===== config.mk =====
export PLATFORM = sky130hd
export DESIGN_NAME = mlsg_top
export DESIGN_NICKNAME = d
export VERILOG_FILES = /design/src/mlsg_pkg.sv /design/src/mlsg_stall.sv /design/src/mlsg_timer.sv /design/src/mlsg_top.sv
export SDC_FILE = /design/constraint.sdc
export NUM_CORES = 1
export LEC_CHECK = 0
export ABC_CLOCK_PERIOD_IN_PS = 3000
export BUFFER_PORTS_ARGS = -buffer_cell sky130_fd_sc_hd__buf_4
export CAP_MARGIN = 20
export CORE_MARGIN = 8
export CORE_UTILIZATION = 65
export CTS_BUF_LIST = sky130_fd_sc_hd__clkbuf_4 sky130_fd_sc_hd__clkbuf_8
export CTS_CLUSTER_SIZE = 16
export DETAILED_ROUTE_END_ITERATION = 16
export PLACE_DENSITY_LB_ADDON = 0.25
export SYNTH_ARGS = -nofsm -noshare
export SYNTH_HDL_FRONTEND = slang
export SYNTH_SLANG_ARGS = --single-unit

===== constraint.sdc =====
create_clock -name pclk -period 3 [get_ports pclk]
set_input_delay 0.45 -clock pclk [delete_from_list [all_inputs] [get_ports pclk]]
set_output_delay 0.45 -clock pclk [all_outputs]
set_load 0.02 [all_outputs]

===== src/mlsg_pkg.sv =====
package mlsg_pkg;
    localparam int CUR_W        = 16;
    localparam int TMR_W        = 24;
    localparam int NUM_STALL    = 2;
    localparam int ADDR_W       = 12;

    // Register byte addresses
    localparam logic [11:0] OFS_CTRL      = 12'h000;
    localparam logic [11:0] OFS_SHED_PICK = 12'h004;
    localparam logic [11:0] OFS_SHED_DROP = 12'h008;
    localparam logic [11:0] OFS_SHED_TPU  = 12'h00C;
    localparam logic [11:0] OFS_SHED_TDO  = 12'h010;
    localparam logic [11:0] OFS_START_DLY = 12'h014;
    localparam logic [11:0] OFS_RUN_DLY   = 12'h018;
    localparam logic [11:0] OFS_STATUS    = 12'h01C;
    localparam logic [11:0] OFS_IRQ_STAT  = 12'h020;
    localparam logic [11:0] OFS_IRQ_MASK  = 12'h024;
    localparam logic [11:0] OFS_STALL0    = 12'h040;
    localparam logic [11:0] STALL_STRIDE  = 12'h010;
    localparam logic [11:0] OFS_ST_PICK   = 12'h000;
    localparam logic [11:0] OFS_ST_TMR    = 12'h004;
    localparam logic [11:0] OFS_ST_MODE   = 12'h008;

    // Control fields
    localparam int CTRL_SHED_EN  = 0;
    localparam int CTRL_SHED_POL = 1;
    // Status / irq fields
    localparam int ST_SHED      = 0;
    localparam int ST_ALARM0    = 1;
    localparam int ST_TRIP0     = 3;
    localparam int IRQ_W        = 5;

    localparam logic [31:0] RST_ZERO = 32'h0000_0000;
endpackage


===== src/mlsg_stall.sv =====
`timescale 1ns/1ps
module mlsg_stall
    import mlsg_pkg::*;
(
    input  wire logic             pclk,
    input  wire logic             presetn,
    input  wire logic             enable,
    input  wire logic [CUR_W-1:0] current,
    input  wire logic [CUR_W-1:0] pickup,
    input  wire logic [TMR_W-1:0] run_delay,
    input  wire logic [TMR_W-1:0] trip_delay,
    input  wire logic             trip_active,
    output logic                  alarm,
    output logic                  trip
);
    logic over;
    logic run_ok;
    logic trip_ok;

    // Only while running and past start delay
    assign over = enable && (current > pickup);

    // Short excursions are filtered by the run delay
    mlsg_timer #(.W(TMR_W)) u_run (
        .pclk    (pclk),
        .presetn (presetn),
        .cond    (over),
        .limit   (run_delay),
        .expired (run_ok)
    );

    mlsg_timer #(.W(TMR_W)) u_trip (
        .pclk    (pclk),
        .presetn (presetn),
        .cond    (over),
        .limit   (trip_delay),
        .expired (trip_ok)
    );

    always_ff @(posedge pclk or negedge presetn) begin
        if (!presetn) begin
            alarm <= 1'b0;
            trip  <= 1'b0;
        end else begin
            alarm <= run_ok && over;
            // Blocked mode still gives the alarm path above
            trip  <= trip_active && trip_ok && run_ok && over;
        end
    end
endmodule


===== src/mlsg_timer.sv =====
`timescale 1ns/1ps
module mlsg_timer
    import mlsg_pkg::*;
#(
    parameter int W = TMR_W
) (
    input  wire logic         pclk,
    input  wire logic         presetn,
    input  wire logic         cond,
    input  wire logic [W-1:0] limit,
    output logic              expired
);
    logic [W-1:0] count;

    // Restarts from zero whenever the condition lapses
    always_ff @(posedge pclk or negedge presetn) begin
        if (!presetn) begin
            count <= '0;
        end else if (!cond) begin
            count <= '0;
        end else if (count < limit) begin
            count <= count + W'(1);
        end
    end

    always_ff @(posedge pclk or negedge presetn) begin
        if (!presetn) begin
            expired <= 1'b0;
        end else begin
            expired <= cond && (count >= limit);
        end
    end
endmodule


===== src/mlsg_top.sv =====
// Design decisions made here: the APB interface to the registers and the address map.
`timescale 1ns/1ps
module mlsg_top
    import mlsg_pkg::*;
(
    input  wire logic                 pclk,
    input  wire logic                 presetn,
    input  wire logic                 psel,
    input  wire logic                 penable,
    input  wire logic                 pwrite,
    input  wire logic [ADDR_W-1:0]    paddr,
    input  wire logic [31:0]          pwdata,
    output logic      [31:0]          prdata,
    output logic                      pready,
    output logic                      pslverr,
    input  wire logic [CUR_W-1:0]     motor_current,
    input  wire logic                 motor_run,
    output logic                      shed_contact,
    output logic [NUM_STALL-1:0]      stall_alarm,
    output logic [NUM_STALL-1:0]      stall_trip,
    output logic                      irq
);
    import mlsg_pkg::*;

    typedef enum logic [1:0] {
        SHED_IDLE    = 2'b00,
        SHED_PICKING = 2'b01,
        SHED_ACTIVE  = 2'b11,
        SHED_DROPPING = 2'b10
    } mlsg_shed_t;

    ////////////////////////////////////////////////////////////////////////////
    // Registers
    logic                   shed_en;
    logic                   shed_pol;
    logic [CUR_W-1:0]       shed_pick;
    logic [CUR_W-1:0]       shed_drop;
    logic [TMR_W-1:0]       shed_tpu;
    logic [TMR_W-1:0]       shed_tdo;
    logic [TMR_W-1:0]       start_dly;
    logic [TMR_W-1:0]       run_dly;
    logic [IRQ_W-1:0]       irq_stat;
    logic [IRQ_W-1:0]       irq_mask;
    logic [CUR_W-1:0]       st_pick [NUM_STALL];
    logic [TMR_W-1:0]       st_tmr  [NUM_STALL];
    logic [NUM_STALL-1:0]   st_mode;

    logic                   wr_en;
    logic                   rd_en;
    logic                   shed_on;
    logic                   shed_on_d;
    logic [NUM_STALL-1:0]   alarm_w;
    logic [NUM_STALL-1:0]   trip_w;
    logic [NUM_STALL-1:0]   alarm_d;
    logic [NUM_STALL-1:0]   trip_d;
    logic [IRQ_W-1:0]       events;
    logic [31:0]            next_prdata;
    logic                   next_slverr;

    assign wr_en = psel && penable && pwrite;
    assign rd_en = psel && penable && !pwrite;

    always_ff @(posedge pclk or negedge presetn) begin
        if (!presetn) begin
            shed_en   <= 1'b0;
            shed_pol  <= 1'b0;
            shed_pick <= '1;
            shed_drop <= '0;
            shed_tpu  <= '0;
            shed_tdo  <= '0;
            start_dly <= '0;
            run_dly   <= '0;
            irq_mask  <= '0;
        end else if (wr_en) begin
            if (paddr == OFS_CTRL) begin
                shed_en  <= pwdata[CTRL_SHED_EN];
                shed_pol <= pwdata[CTRL_SHED_POL];
            end else if (paddr == OFS_SHED_PICK) begin
                shed_pick <= pwdata[CUR_W-1:0];
            end else if (paddr == OFS_SHED_DROP) begin
                shed_drop <= pwdata[CUR_W-1:0];
            end else if (paddr == OFS_SHED_TPU) begin
                shed_tpu <= pwdata[TMR_W-1:0];
            end else if (paddr == OFS_SHED_TDO) begin
                shed_tdo <= pwdata[TMR_W-1:0];
            end else if (paddr == OFS_START_DLY) begin
                start_dly <= pwdata[TMR_W-1:0];
            end else if (paddr == OFS_RUN_DLY) begin
                run_dly <= pwdata[TMR_W-1:0];
            end else if (paddr == OFS_IRQ_MASK) begin
                irq_mask <= pwdata[IRQ_W-1:0];
            end
        end
    end

    // Per-element settings, each independent
    genvar gi;
    generate
        for (gi = 0; gi < NUM_STALL; gi++) begin : g_stcfg
            localparam logic [11:0] BASE = 12'(OFS_STALL0 + STALL_STRIDE * gi);
            always_ff @(posedge pclk or negedge presetn) begin
                if (!presetn) begin
                    st_pick[gi] <= '1;
                    st_tmr[gi]  <= '0;
                    st_mode[gi] <= 1'b0;
                end else if (wr_en) begin
                    if (paddr == BASE + OFS_ST_PICK) begin
                        st_pick[gi] <= pwdata[CUR_W-1:0];
                    end else if (paddr == BASE + OFS_ST_TMR) begin
                        st_tmr[gi] <= pwdata[TMR_W-1:0];
                    end else if (paddr == BASE + OFS_ST_MODE) begin
                        st_mode[gi] <= pwdata[0];
                    end
                end
            end
        end
    endgenerate

    ////////////////////////////////////////////////////////////////////////////
    // Read path, zero wait states; reads of unmapped addresses error
    always_comb begin
        next_prdata = RST_ZERO;
        next_slverr = 1'b0;
        if (paddr == OFS_CTRL) begin
            next_prdata[CTRL_SHED_EN]  = shed_en;
            next_prdata[CTRL_SHED_POL] = shed_pol;
        end else if (paddr == OFS_SHED_PICK) begin
            next_prdata[CUR_W-1:0] = shed_pick;
        end else if (paddr == OFS_SHED_DROP) begin
            next_prdata[CUR_W-1:0] = shed_drop;
        end else if (paddr == OFS_SHED_TPU) begin
            next_prdata[TMR_W-1:0] = shed_tpu;
        end else if (paddr == OFS_SHED_TDO) begin
            next_prdata[TMR_W-1:0] = shed_tdo;
        end else if (paddr == OFS_START_DLY) begin
            next_prdata[TMR_W-1:0] = start_dly;
        end else if (paddr == OFS_RUN_DLY) begin
            next_prdata[TMR_W-1:0] = run_dly;
        end else if (paddr == OFS_STATUS) begin
            next_prdata[ST_SHED] = shed_on;
            next_prdata[ST_ALARM0 +: NUM_STALL] = alarm_w;
            next_prdata[ST_TRIP0 +: NUM_STALL]  = trip_w;
        end else if (paddr == OFS_IRQ_STAT) begin
            next_prdata[IRQ_W-1:0] = irq_stat;
        end else if (paddr == OFS_IRQ_MASK) begin
            next_prdata[IRQ_W-1:0] = irq_mask;
        end else if (paddr == OFS_STALL0 + OFS_ST_PICK) begin
            next_prdata[CUR_W-1:0] = st_pick[0];
        end else if (paddr == OFS_STALL0 + OFS_ST_TMR) begin
            next_prdata[TMR_W-1:0] = st_tmr[0];
        end else if (paddr == OFS_STALL0 + OFS_ST_MODE) begin
            next_prdata[0] = st_mode[0];
        end else if (paddr == OFS_STALL0 + STALL_STRIDE + OFS_ST_PICK) begin
            next_prdata[CUR_W-1:0] = st_pick[1];
        end else if (paddr == OFS_STALL0 + STALL_STRIDE + OFS_ST_TMR) begin
            next_prdata[TMR_W-1:0] = st_tmr[1];
        end else if (paddr == OFS_STALL0 + STALL_STRIDE + OFS_ST_MODE) begin
            next_prdata[0] = st_mode[1];
        end else begin
            next_slverr = 1'b1;
        end
    end

    // pready rises on the first access cycle, so every transfer is zero-wait
    always_ff @(posedge pclk or negedge presetn) begin
        if (!presetn) begin
            prdata  <= RST_ZERO;
            pready  <= 1'b0;
            pslverr <= 1'b0;
        end else begin
            pready  <= psel && !penable;
            pslverr <= psel && !penable && next_slverr;
            if (psel && !penable && !pwrite) begin
                prdata <= next_prdata;
            end
        end
    end

    ////////////////////////////////////////////////////////////////////////////
    // Load shedding
    mlsg_shed_t shed_state;
    logic       shed_run;
    logic       above_pick;
    logic       below_drop;
    logic       pu_done;
    logic       do_done;

    assign shed_run   = shed_en && motor_run;
    assign above_pick = motor_current > shed_pick;
    assign below_drop = motor_current < shed_drop;

    mlsg_timer #(.W(TMR_W)) u_shed_pu (
        .pclk    (pclk),
        .presetn (presetn),
        .cond    (shed_run && above_pick && shed_state == SHED_PICKING),
        .limit   (shed_tpu),
        .expired (pu_done)
    );

    mlsg_timer #(.W(TMR_W)) u_shed_do (
        .pclk    (pclk),
        .presetn (presetn),
        .cond    (shed_run && below_drop && shed_state == SHED_DROPPING),
        .limit   (shed_tdo),
        .expired (do_done)
    );

    // Disable freezes the contact where it is rather than releasing it
    always_ff @(posedge pclk or negedge presetn) begin
        if (!presetn) begin
            shed_state <= SHED_IDLE;
        end else if (shed_run) begin
            case (shed_state)
                SHED_IDLE: begin
                    if (above_pick) shed_state <= SHED_PICKING;
                end
                SHED_PICKING: begin
                    if (!above_pick) shed_state <= SHED_IDLE;
                    else if (pu_done) shed_state <= SHED_ACTIVE;
                end
                SHED_ACTIVE: begin
                    if (below_drop) shed_state <= SHED_DROPPING;
                end
                SHED_DROPPING: begin
                    if (!below_drop) shed_state <= SHED_ACTIVE;
                    else if (do_done) shed_state <= SHED_IDLE;
                end
                default: shed_state <= SHED_IDLE;
            endcase
        end
    end

    assign shed_on = (shed_state == SHED_ACTIVE) || (shed_state == SHED_DROPPING);

    always_ff @(posedge pclk or negedge presetn) begin
        if (!presetn) begin
            shed_contact <= 1'b0;
        end else if (shed_en) begin
            // Held while disabled, even when a write flips the polarity
            shed_contact <= shed_on ^ shed_pol;
        end
    end

    ////////////////////////////////////////////////////////////////////////////
    // Stall elements
    logic start_done;

    // Start delay counts from run onset; stall logic is blind until then
    mlsg_timer #(.W(TMR_W)) u_start (
        .pclk    (pclk),
        .presetn (presetn),
        .cond    (motor_run),
        .limit   (start_dly),
        .expired (start_done)
    );

    generate
        for (gi = 0; gi < NUM_STALL; gi++) begin : g_stall
            mlsg_stall u_stall (
                .pclk        (pclk),
                .presetn     (presetn),
                .enable      (motor_run && start_done),
                .current     (motor_current),
                .pickup      (st_pick[gi]),
                .run_delay   (run_dly),
                .trip_delay  (st_tmr[gi]),
                .trip_active (st_mode[gi]),
                .alarm       (alarm_w[gi]),
                .trip        (trip_w[gi])
            );
        end
    endgenerate

    always_ff @(posedge pclk or negedge presetn) begin
        if (!presetn) begin
            stall_alarm <= '0;
            stall_trip  <= '0;
        end else begin
            stall_alarm <= alarm_w;
            stall_trip  <= trip_w;
        end
    end

    ////////////////////////////////////////////////////////////////////////////
    // Interrupts on rising edges; set beats write-one-to-clear
    always_ff @(posedge pclk or negedge presetn) begin
        if (!presetn) begin
            shed_on_d <= 1'b0;
            alarm_d   <= '0;
            trip_d    <= '0;
        end else begin
            shed_on_d <= shed_on;
            alarm_d   <= alarm_w;
            trip_d    <= trip_w;
        end
    end

    assign events = {trip_w & ~trip_d, alarm_w & ~alarm_d, shed_on & ~shed_on_d};

    always_ff @(posedge pclk or negedge presetn) begin
        if (!presetn) begin
            irq_stat <= '0;
        end else if (wr_en && paddr == OFS_IRQ_STAT) begin
            irq_stat <= (irq_stat & ~pwdata[IRQ_W-1:0]) | events;
        end else begin
            irq_stat <= irq_stat | events;
        end
    end

    always_ff @(posedge pclk or negedge presetn) begin
        if (!presetn) begin
            irq <= 1'b0;
        end else begin
            irq <= |(irq_stat & irq_mask);
        end
    end
endmodule

==> out/qor.yml, run 1 <==
wirelength_mm: 82.8
synth_top_area_share_pct: 37.3
track_usage_pct: 34.7
drt-vias-per-instance: 6.59
numPlacedInstances: 3384
power_density_nw_per_um2: 427
ant_nets: 0
cap_violations: 0
ys_ff_latch: 436
ys_types: 81
layout-area-overhead-vs-synth_pct: 14.5
required_ns: 3.54
n_fill_cell: 2819
drc: 0
slew_headroom_pct: 46.0
cts_root_buf: "clkbuf_8"
slowest_stage: "a2111oi_1"
fin_tns_setup_ns: 0
nNetsFinal: 3248
final-hold-violation-count: 0
numCtsBuffers: 76
seqCellArea_sq_um: 11000
seq_area_frac_synth_pct: 42.2
p_leak_nw: 13.9
io_buffers: 89
coreArea_sq_um: 39600
critPathKind: "flip-flop to flip-flop"
start_util_pct: 65.6
routedWlPerCell_microns: 23.4
fin_util_pct: 75.1
grt_max_degree: 79
yosys_warnings: 0
grt.overflow.total: 0
die_x_microns: 216
yosysMostFrequentCell: "dfrtp_1"
first_pass_iters: 9
cts.sinks: 436
clock_skew_ns: 0.0198
htreeDepth: 3
swShare_pct: 23.8
p_total_w: 0.0127
seq_power_share_pct: 46.6
r2r_slack_ns: 0.07
clkTransAtPathRegs_ns: 0.06
hp-class: "primary input to flip-flop"
ys_dominant_reg_cell: "dfrtp_1"
drive_gt1_share_pct: 17.9
crit_arrival_ns: 3.47
p_int_w: 0.00969
max_freq_mhz: 342
synthesis.area_sq_um: 26000
outcome: "completed"
die_h_microns: 216
max-vdd-ir-drop_v: 0.000341
fp-row-count: 73
slew_viol_final: 0
cp-start-kind: "flip-flop"
synth_edf_count: 0
worst_pin_slew_ns: 0.809
worstPathCellList: "inv_1 -> ha_1 -> a21o_1 -> a221o_1 -> a221oi_2 -> o211ai_4 -> buf_4 -> a2111oi_1 -> xnor2_1 -> nor2_1"
dpl_cell_area_sq_um: 27800
setup_viol: 0
netSwitchingPower_w: 0.00302
final_cell_area_sq_um: 29800
fin_crit_sh_pct: 97.6
synth.area.top_cells: "dfrtp_1, ha_1, dfstp_2"
place_congestion: 1.00
synthArstFlopShare_pct: 100
grt_pass1_wl_mm: 128
first_global_vias: 22700
cp-end-kind: "flip-flop"
clockBufferDepth: 3
crit_fanout: 8
die_area_sq_um: 46700
insertion_delay_ns: 0.65
rsz0062_at_grt: "true"
grt_antenna_before_repair: 0
cts_tree: "yes"
vias: 23300
power_frac_comb_pct: 4.6
synth.largest_area_cell: "dfrtp_1"
syn_avg_cell_area_sq_um: 9.32
synth_commonest_cells: "dfrtp_1, nand2_1, inv_1, ha_1, o21ai_0"
cpPeakStageDelay_ns: 0.47
stdcell_count: 3534
power_frac_clock_pct: 48.8
multi_input_area_sq_um: 13800
min_period_ns: 2.93
hpwl_mm: 61.3
drtIter0Drc: 2678
io_pins: 106
synthCells: 2790
## layout make-up
| class | instances | share of cell area, % |
|---|---|---|
| Multi-Input combinational cell | 1978 | 46.2 |
| Tap cell | 525 | 2.21 |
| Inverter | 249 | 3.14 |
| Antenna cell | 2 | 0.0168 |
| Clock inverter | 11 | 0.399 |
| Sequential cell | 436 | 36.9 |
| Clock buffer | 130 | 5.51 |
| Timing Repair Buffer | 203 | 5.67 |
## placed cells by master, fill, tap and decap left out, drive strengths merged, types with 9 or more instances in the layout
master	count
dfrtp	388
nand2	276
inv	249
ha	238
o21ai	234
buf	201
a21oi	175
nor2	147
clkbuf	130
mux2	88
nand3	84
nand4	75
xnor2	61
a21o	59
dfstp	48
or3	45
or4	42
o31ai	39
and3	35
nor3	35
a22oi	26
a222oi	24
o22ai	21
a211oi	21
and2	19
nor4	19
o21a	18
nor2b	17
a2111oi	17
mux2i	14
o211ai	13
nand2b	12
and4	12
a221oi	11
a22o	9
o221ai	9
nor4b	9
## power by group through the flow
stage | clock [W] | combinational [W] | sequential, W
after CTS | 0.00623 | 0.000577 | 0.00592
after global placement | 0 | 0.000554 | 0.00602
after detailed placement | 0 | 0.000570 | 0.00602
final | 0.00620 | 0.000588 | 0.00592
after global routing | 0.00648 | 0.000635 | 0.00592
after floorplan | 0 | 0.000202 | 0.00603
## routing by layer
layer	vias up	part of all wire, %	GRT usage, %
met5	-	0	0
met1	11300	39	45.2
li1	10400	-	-
met3	309	9.9	7.93
met4	0	5.6	17.1
met2	1259	45	54.3
## logic make-up (layout without fill, tap and decap cells)
| kind of cell | after synthesis | count (layout) | synth area share (%) |
|---|---|---|---|
| AO/OA/AOI/OAI | 720 | 721 | 17.6 |
| adder cells (fa/ha/maj) | 238 | 238 | 11.5 |
| AND/OR/NAND/NOR | 840 | 840 | 16.2 |
| flip-flops | 436 | 436 | 42.2 |
| XOR/XNOR | 69 | 69 | 2.32 |
| buffers and inverters | 384 | 593 | 5.80 |
| other | 1 | 10 | 0.0144 |
| multiplexers | 102 | 102 | 4.35 |
## metrics by stage
step,hold slack (ns),setup slack [ns]
2_1_floorplan,0.154,0.319
3_3_place_gp,0.357,0.0799
3_5_place_dp,0.384,-0.0406
4_1_cts,0.0738,0.0230
5_1_grt,0.102,-0.0432
6_report,0.108,0.0728
## timing repair
action | in CTS | in global routing
setup buffers | 0 | 4
hold buffers | 2 | 0
gates cloned | 0 | 1
endpoints found under the hold margin | 67 | 0
pin swaps | 0 | 5
setup endpoints to repair | 5 | 51
resized for setup | 4 | 36
## sequential cells by signal, summed over array words and instances (netlist names), 16 cells and up
register                      flops
shed_tpu                         24
u_start.count                    24
shed_pick                        16
start_dly                        24
run_dly                          24
shed_drop                        16
prdata                           24
st_tmr                           48
st_pick                          32
u_shed_pu.count                  24
g_stall.u_stall.u_trip.count     48
shed_tdo                         24
g_stall.u_stall.u_run.count      48
u_shed_do.count                  24
## critical path, delay by kind of cell, from the launching register on
kind                       cells  cell delay, ns
AOI/OAI and AO/OA              5            1.55
xor gates and xnor gates       1            0.17
adders and majority gates      1            0.27
buffers and inverters          2            0.38
DFF                            1            0.39
and+or+nand+nor                1            0.05
## worst paths after layout
| check | cells past startpoint | to | from |
|---|---|---|---|
| min | 3 | shed_tdo[20] | pwdata[20] |
| max reg2reg | 10 | u_shed_do.count[18] | shed_tdo[2] |
| max in group asynchronous | 3 | st_pick[24] | presetn |
| min in group asynchronous | 2 | g_stall[0].u_stall.u_trip.count[6] | presetn |
| max | 10 | u_shed_do.count[18] | shed_tdo[2] |
| min reg2reg | 0 | alarm_d[0] | g_stall[0].u_stall.alarm |
(Power assumes the default switching activity.)
==> run 2: changes to the inputs <==
- CORE_UTILIZATION: 65 -> 50
- SETUP_SLACK_MARGIN: default -> 0.5
==> out/qor.yml, run 2 (synthesized netlist as in run 1, its figures left out) <==
cts_root_buf: "clkbuf_8"  # unchanged
drive_gt1_share_pct: 35.0  # was 17.9%
power_frac_clock_pct: 48.3  # was 48.8%
htreeDepth: 3  # unchanged
insertion_delay_ns: 0.68  # was 0.65 ns
first_global_vias: 23800  # was 22700
coreArea_sq_um: 51400  # was 39600 sq um
final_common_cell: "dfrtp_1"  # unchanged
n_fill_cell: 3716  # was 2819
first_pass_iters: 12  # was 9
grt_use_met2_pct: 45.5  # was 54.3%
crit_fanout: 6  # was 8
ant_nets: 0  # unchanged
critPathKind: "flip-flop to flip-flop"  # unchanged
io_buffers: 89  # unchanged
fin_crit_sh_pct: 98.0  # was 97.6%
slew_viol_final: 0  # unchanged
clockBufferDepth: 3  # unchanged
hp-class: "primary input to flip-flop"  # unchanged
clkTransAtPathRegs_ns: 0.06  # about the same
grt.overflow.total: 0  # unchanged
grt_pass1_wl_mm: 139  # was 128 mm
fin_tns_setup_ns: 0  # unchanged
die_h_microns: 244  # was 216 microns
use_met3_pct: 6.21  # was 7.93%
layout_common_cells: "dfrtp_1, buf_4, nand2_1"  # was dfrtp_1, nand2_1, inv_1
routedWlPerCell_microns: 24.5  # was 23.4 microns
drt-vias-per-instance: 6.33  # was 6.59
max_freq_mhz: 340  # was 342 MHz
setup_viol: 0  # unchanged
numCtsBuffers: 79  # was 76
cts.sinks: 436  # unchanged
vias: 24600  # was 23300
cts_tree: "yes"  # unchanged
required_ns: 3.60  # was 3.54 ns
seq_power_share_pct: 46.6  # about the same
place_congestion: 0.958  # was 1.00
outcome: "completed"  # unchanged
drtIter0Drc: 2670  # was 2678
worst_slack_ns: 0.0614  # was 0.0728 ns
p_leak_nw: 15.1  # was 13.9 nW
grt_antenna_before_repair: 4  # was 0
cp-end-kind: "flip-flop"  # unchanged
track_usage_pct: 29.4  # was 34.7%
power_density_nw_per_um2: 370  # was 427 nW/um^2
final-hold-violation-count: 0  # unchanged
rsz0062_at_grt: "true"  # unchanged
drc: 0  # unchanged
wirelength_mm: 95.2  # was 82.8 mm
crit_arrival_ns: 3.54  # was 3.47 ns
max-vdd-ir-drop_v: 0.000297  # was 0.000341 V
start_util_pct: 50.6  # was 65.6%
cp-start-kind: "flip-flop"  # unchanged
slew_headroom_pct: 46.5  # was 46.0%
nNetsFinal: 3445  # was 3248
clock_skew_ns: 0.0410  # was 0.0198 ns
preCtsSetupSlack_ns: 0.0212  # was -0.0406 ns
die_area_sq_um: 59600  # was 46700 sq um
netSwitchingPower_w: 0.00318  # was 0.00302 W
die_x_microns: 244  # was 216 microns
busiest_layer: "met2"  # unchanged
layout-area-overhead-vs-synth_pct: 32.2  # was 14.5%
swShare_pct: 25.0  # was 23.8%
worst_pin_slew_ns: 0.801  # was 0.809 ns
min_period_ns: 2.94  # was 2.93 ns
top_regs: "g_stall.u_stall.u_run.count: 48 flops, g_stall.u_stall.u_trip.count: 48 flops, st_tmr: 48 flops"  # unchanged
cap_violations: 0  # unchanged
grt_max_degree: 92  # was 79
power_frac_comb_pct: 5.1  # was 4.6%
fp-row-count: 83  # was 73
io_pins: 106  # unchanged
hpwl_mm: 62.2  # was 61.3 mm
p_int_w: 0.00953  # was 0.00969 W
met1_usage_pct: 39.3  # was 45.2%
==> run 2: timing repair <==
action,in CTS,in global routing
cloned,15,4
hold endpoints to repair,45,0
resized for setup,272,320
setup buffers,107,73
pin swaps,176,156
setup endpoints to repair,168,179
hold buffers,2,0
==> run 2: final cells by class <==
type,instances,area [sq um],share of cell area (%)
flip-flops and latches,436,11000,32.0
multi-input cells,1985,16300,47.4
inverters,249,940,2.73
well taps,680,851,2.48
repair buffers,390,3560,10.3
clock inverters,15,139,0.404
clock buffers,128,1570,4.56
diodes,1,2.50,0.00728
==> run 2: path summary, 6_finish.rpt <==
path | start | to | slack (ns) | cells past startpoint
worst min register to register | g_stall[0].u_stall.alarm | alarm_d[0] | 0.39 | 0
worst max-delay path | shed_pick[14] | u_shed_pu.count[21] | 0.06 | 12
min in group asynchronous | presetn | g_stall[0].u_stall.u_run.count[6] | 0.31 | 2
worst max register to register | shed_pick[14] | u_shed_pu.count[21] | 0.06 | 12
max in group asynchronous | presetn | g_stall[1].u_stall.u_trip.count[17] | 1.75 | 3
worst min-delay path | pwdata[22] | shed_tpu[22] | 0.06 | 3
==> run 2: through the flow <==
stage               util, %  cells  cell area (sq um)  power (W)  hold WS, ns
global route           66.9   3884              34400     0.0131       0.0417
detailed placement     54.6   3539              28100    0.00661        0.359
global placement       54.6   3539              28100    0.00660        0.358
finish                 66.9   3884              34400     0.0127       0.0605
CTS                    62.8   3806              32300     0.0127       0.0187
floorplan                 -   2797              26200    0.00623        0.154
==> run 2: per-layer routing <==
layer | part of all wire (%) | routed length (microns)
met1 | 40 | 37800
met2 | 45 | 43300
met3 | 9.5 | 9040
met4 | 5.3 | 5050
met5 | 0.014 | 13
==> run 2: critical path: stages, from the launching register on <==
cell and delay (ns):
dfstp_2 0.53, inv_1 0.07, ha_4 0.27, nand4_1 0.24
nor4_4 0.37, buf_4 0.16, nor2_2 0.05, nand3_2 0.10
a31oi_4 0.08, a21o_4 0.32, buf_6 0.13, or3_4 0.38
a21oi_2 0.17
==> run 2: power groups by stage <==
stage | registers [W] | clock network, W | logic, W
final | 0.00592 | 0.00614 | 0.000644
after global routing | 0.00592 | 0.00647 | 0.000694
after CTS | 0.00592 | 0.00618 | 0.000614
after detailed placement | 0.00602 | 0 | 0.000587
after global placement | 0.00602 | 0 | 0.000577
after floorplan | 0.00603 | 0 | 0.000203
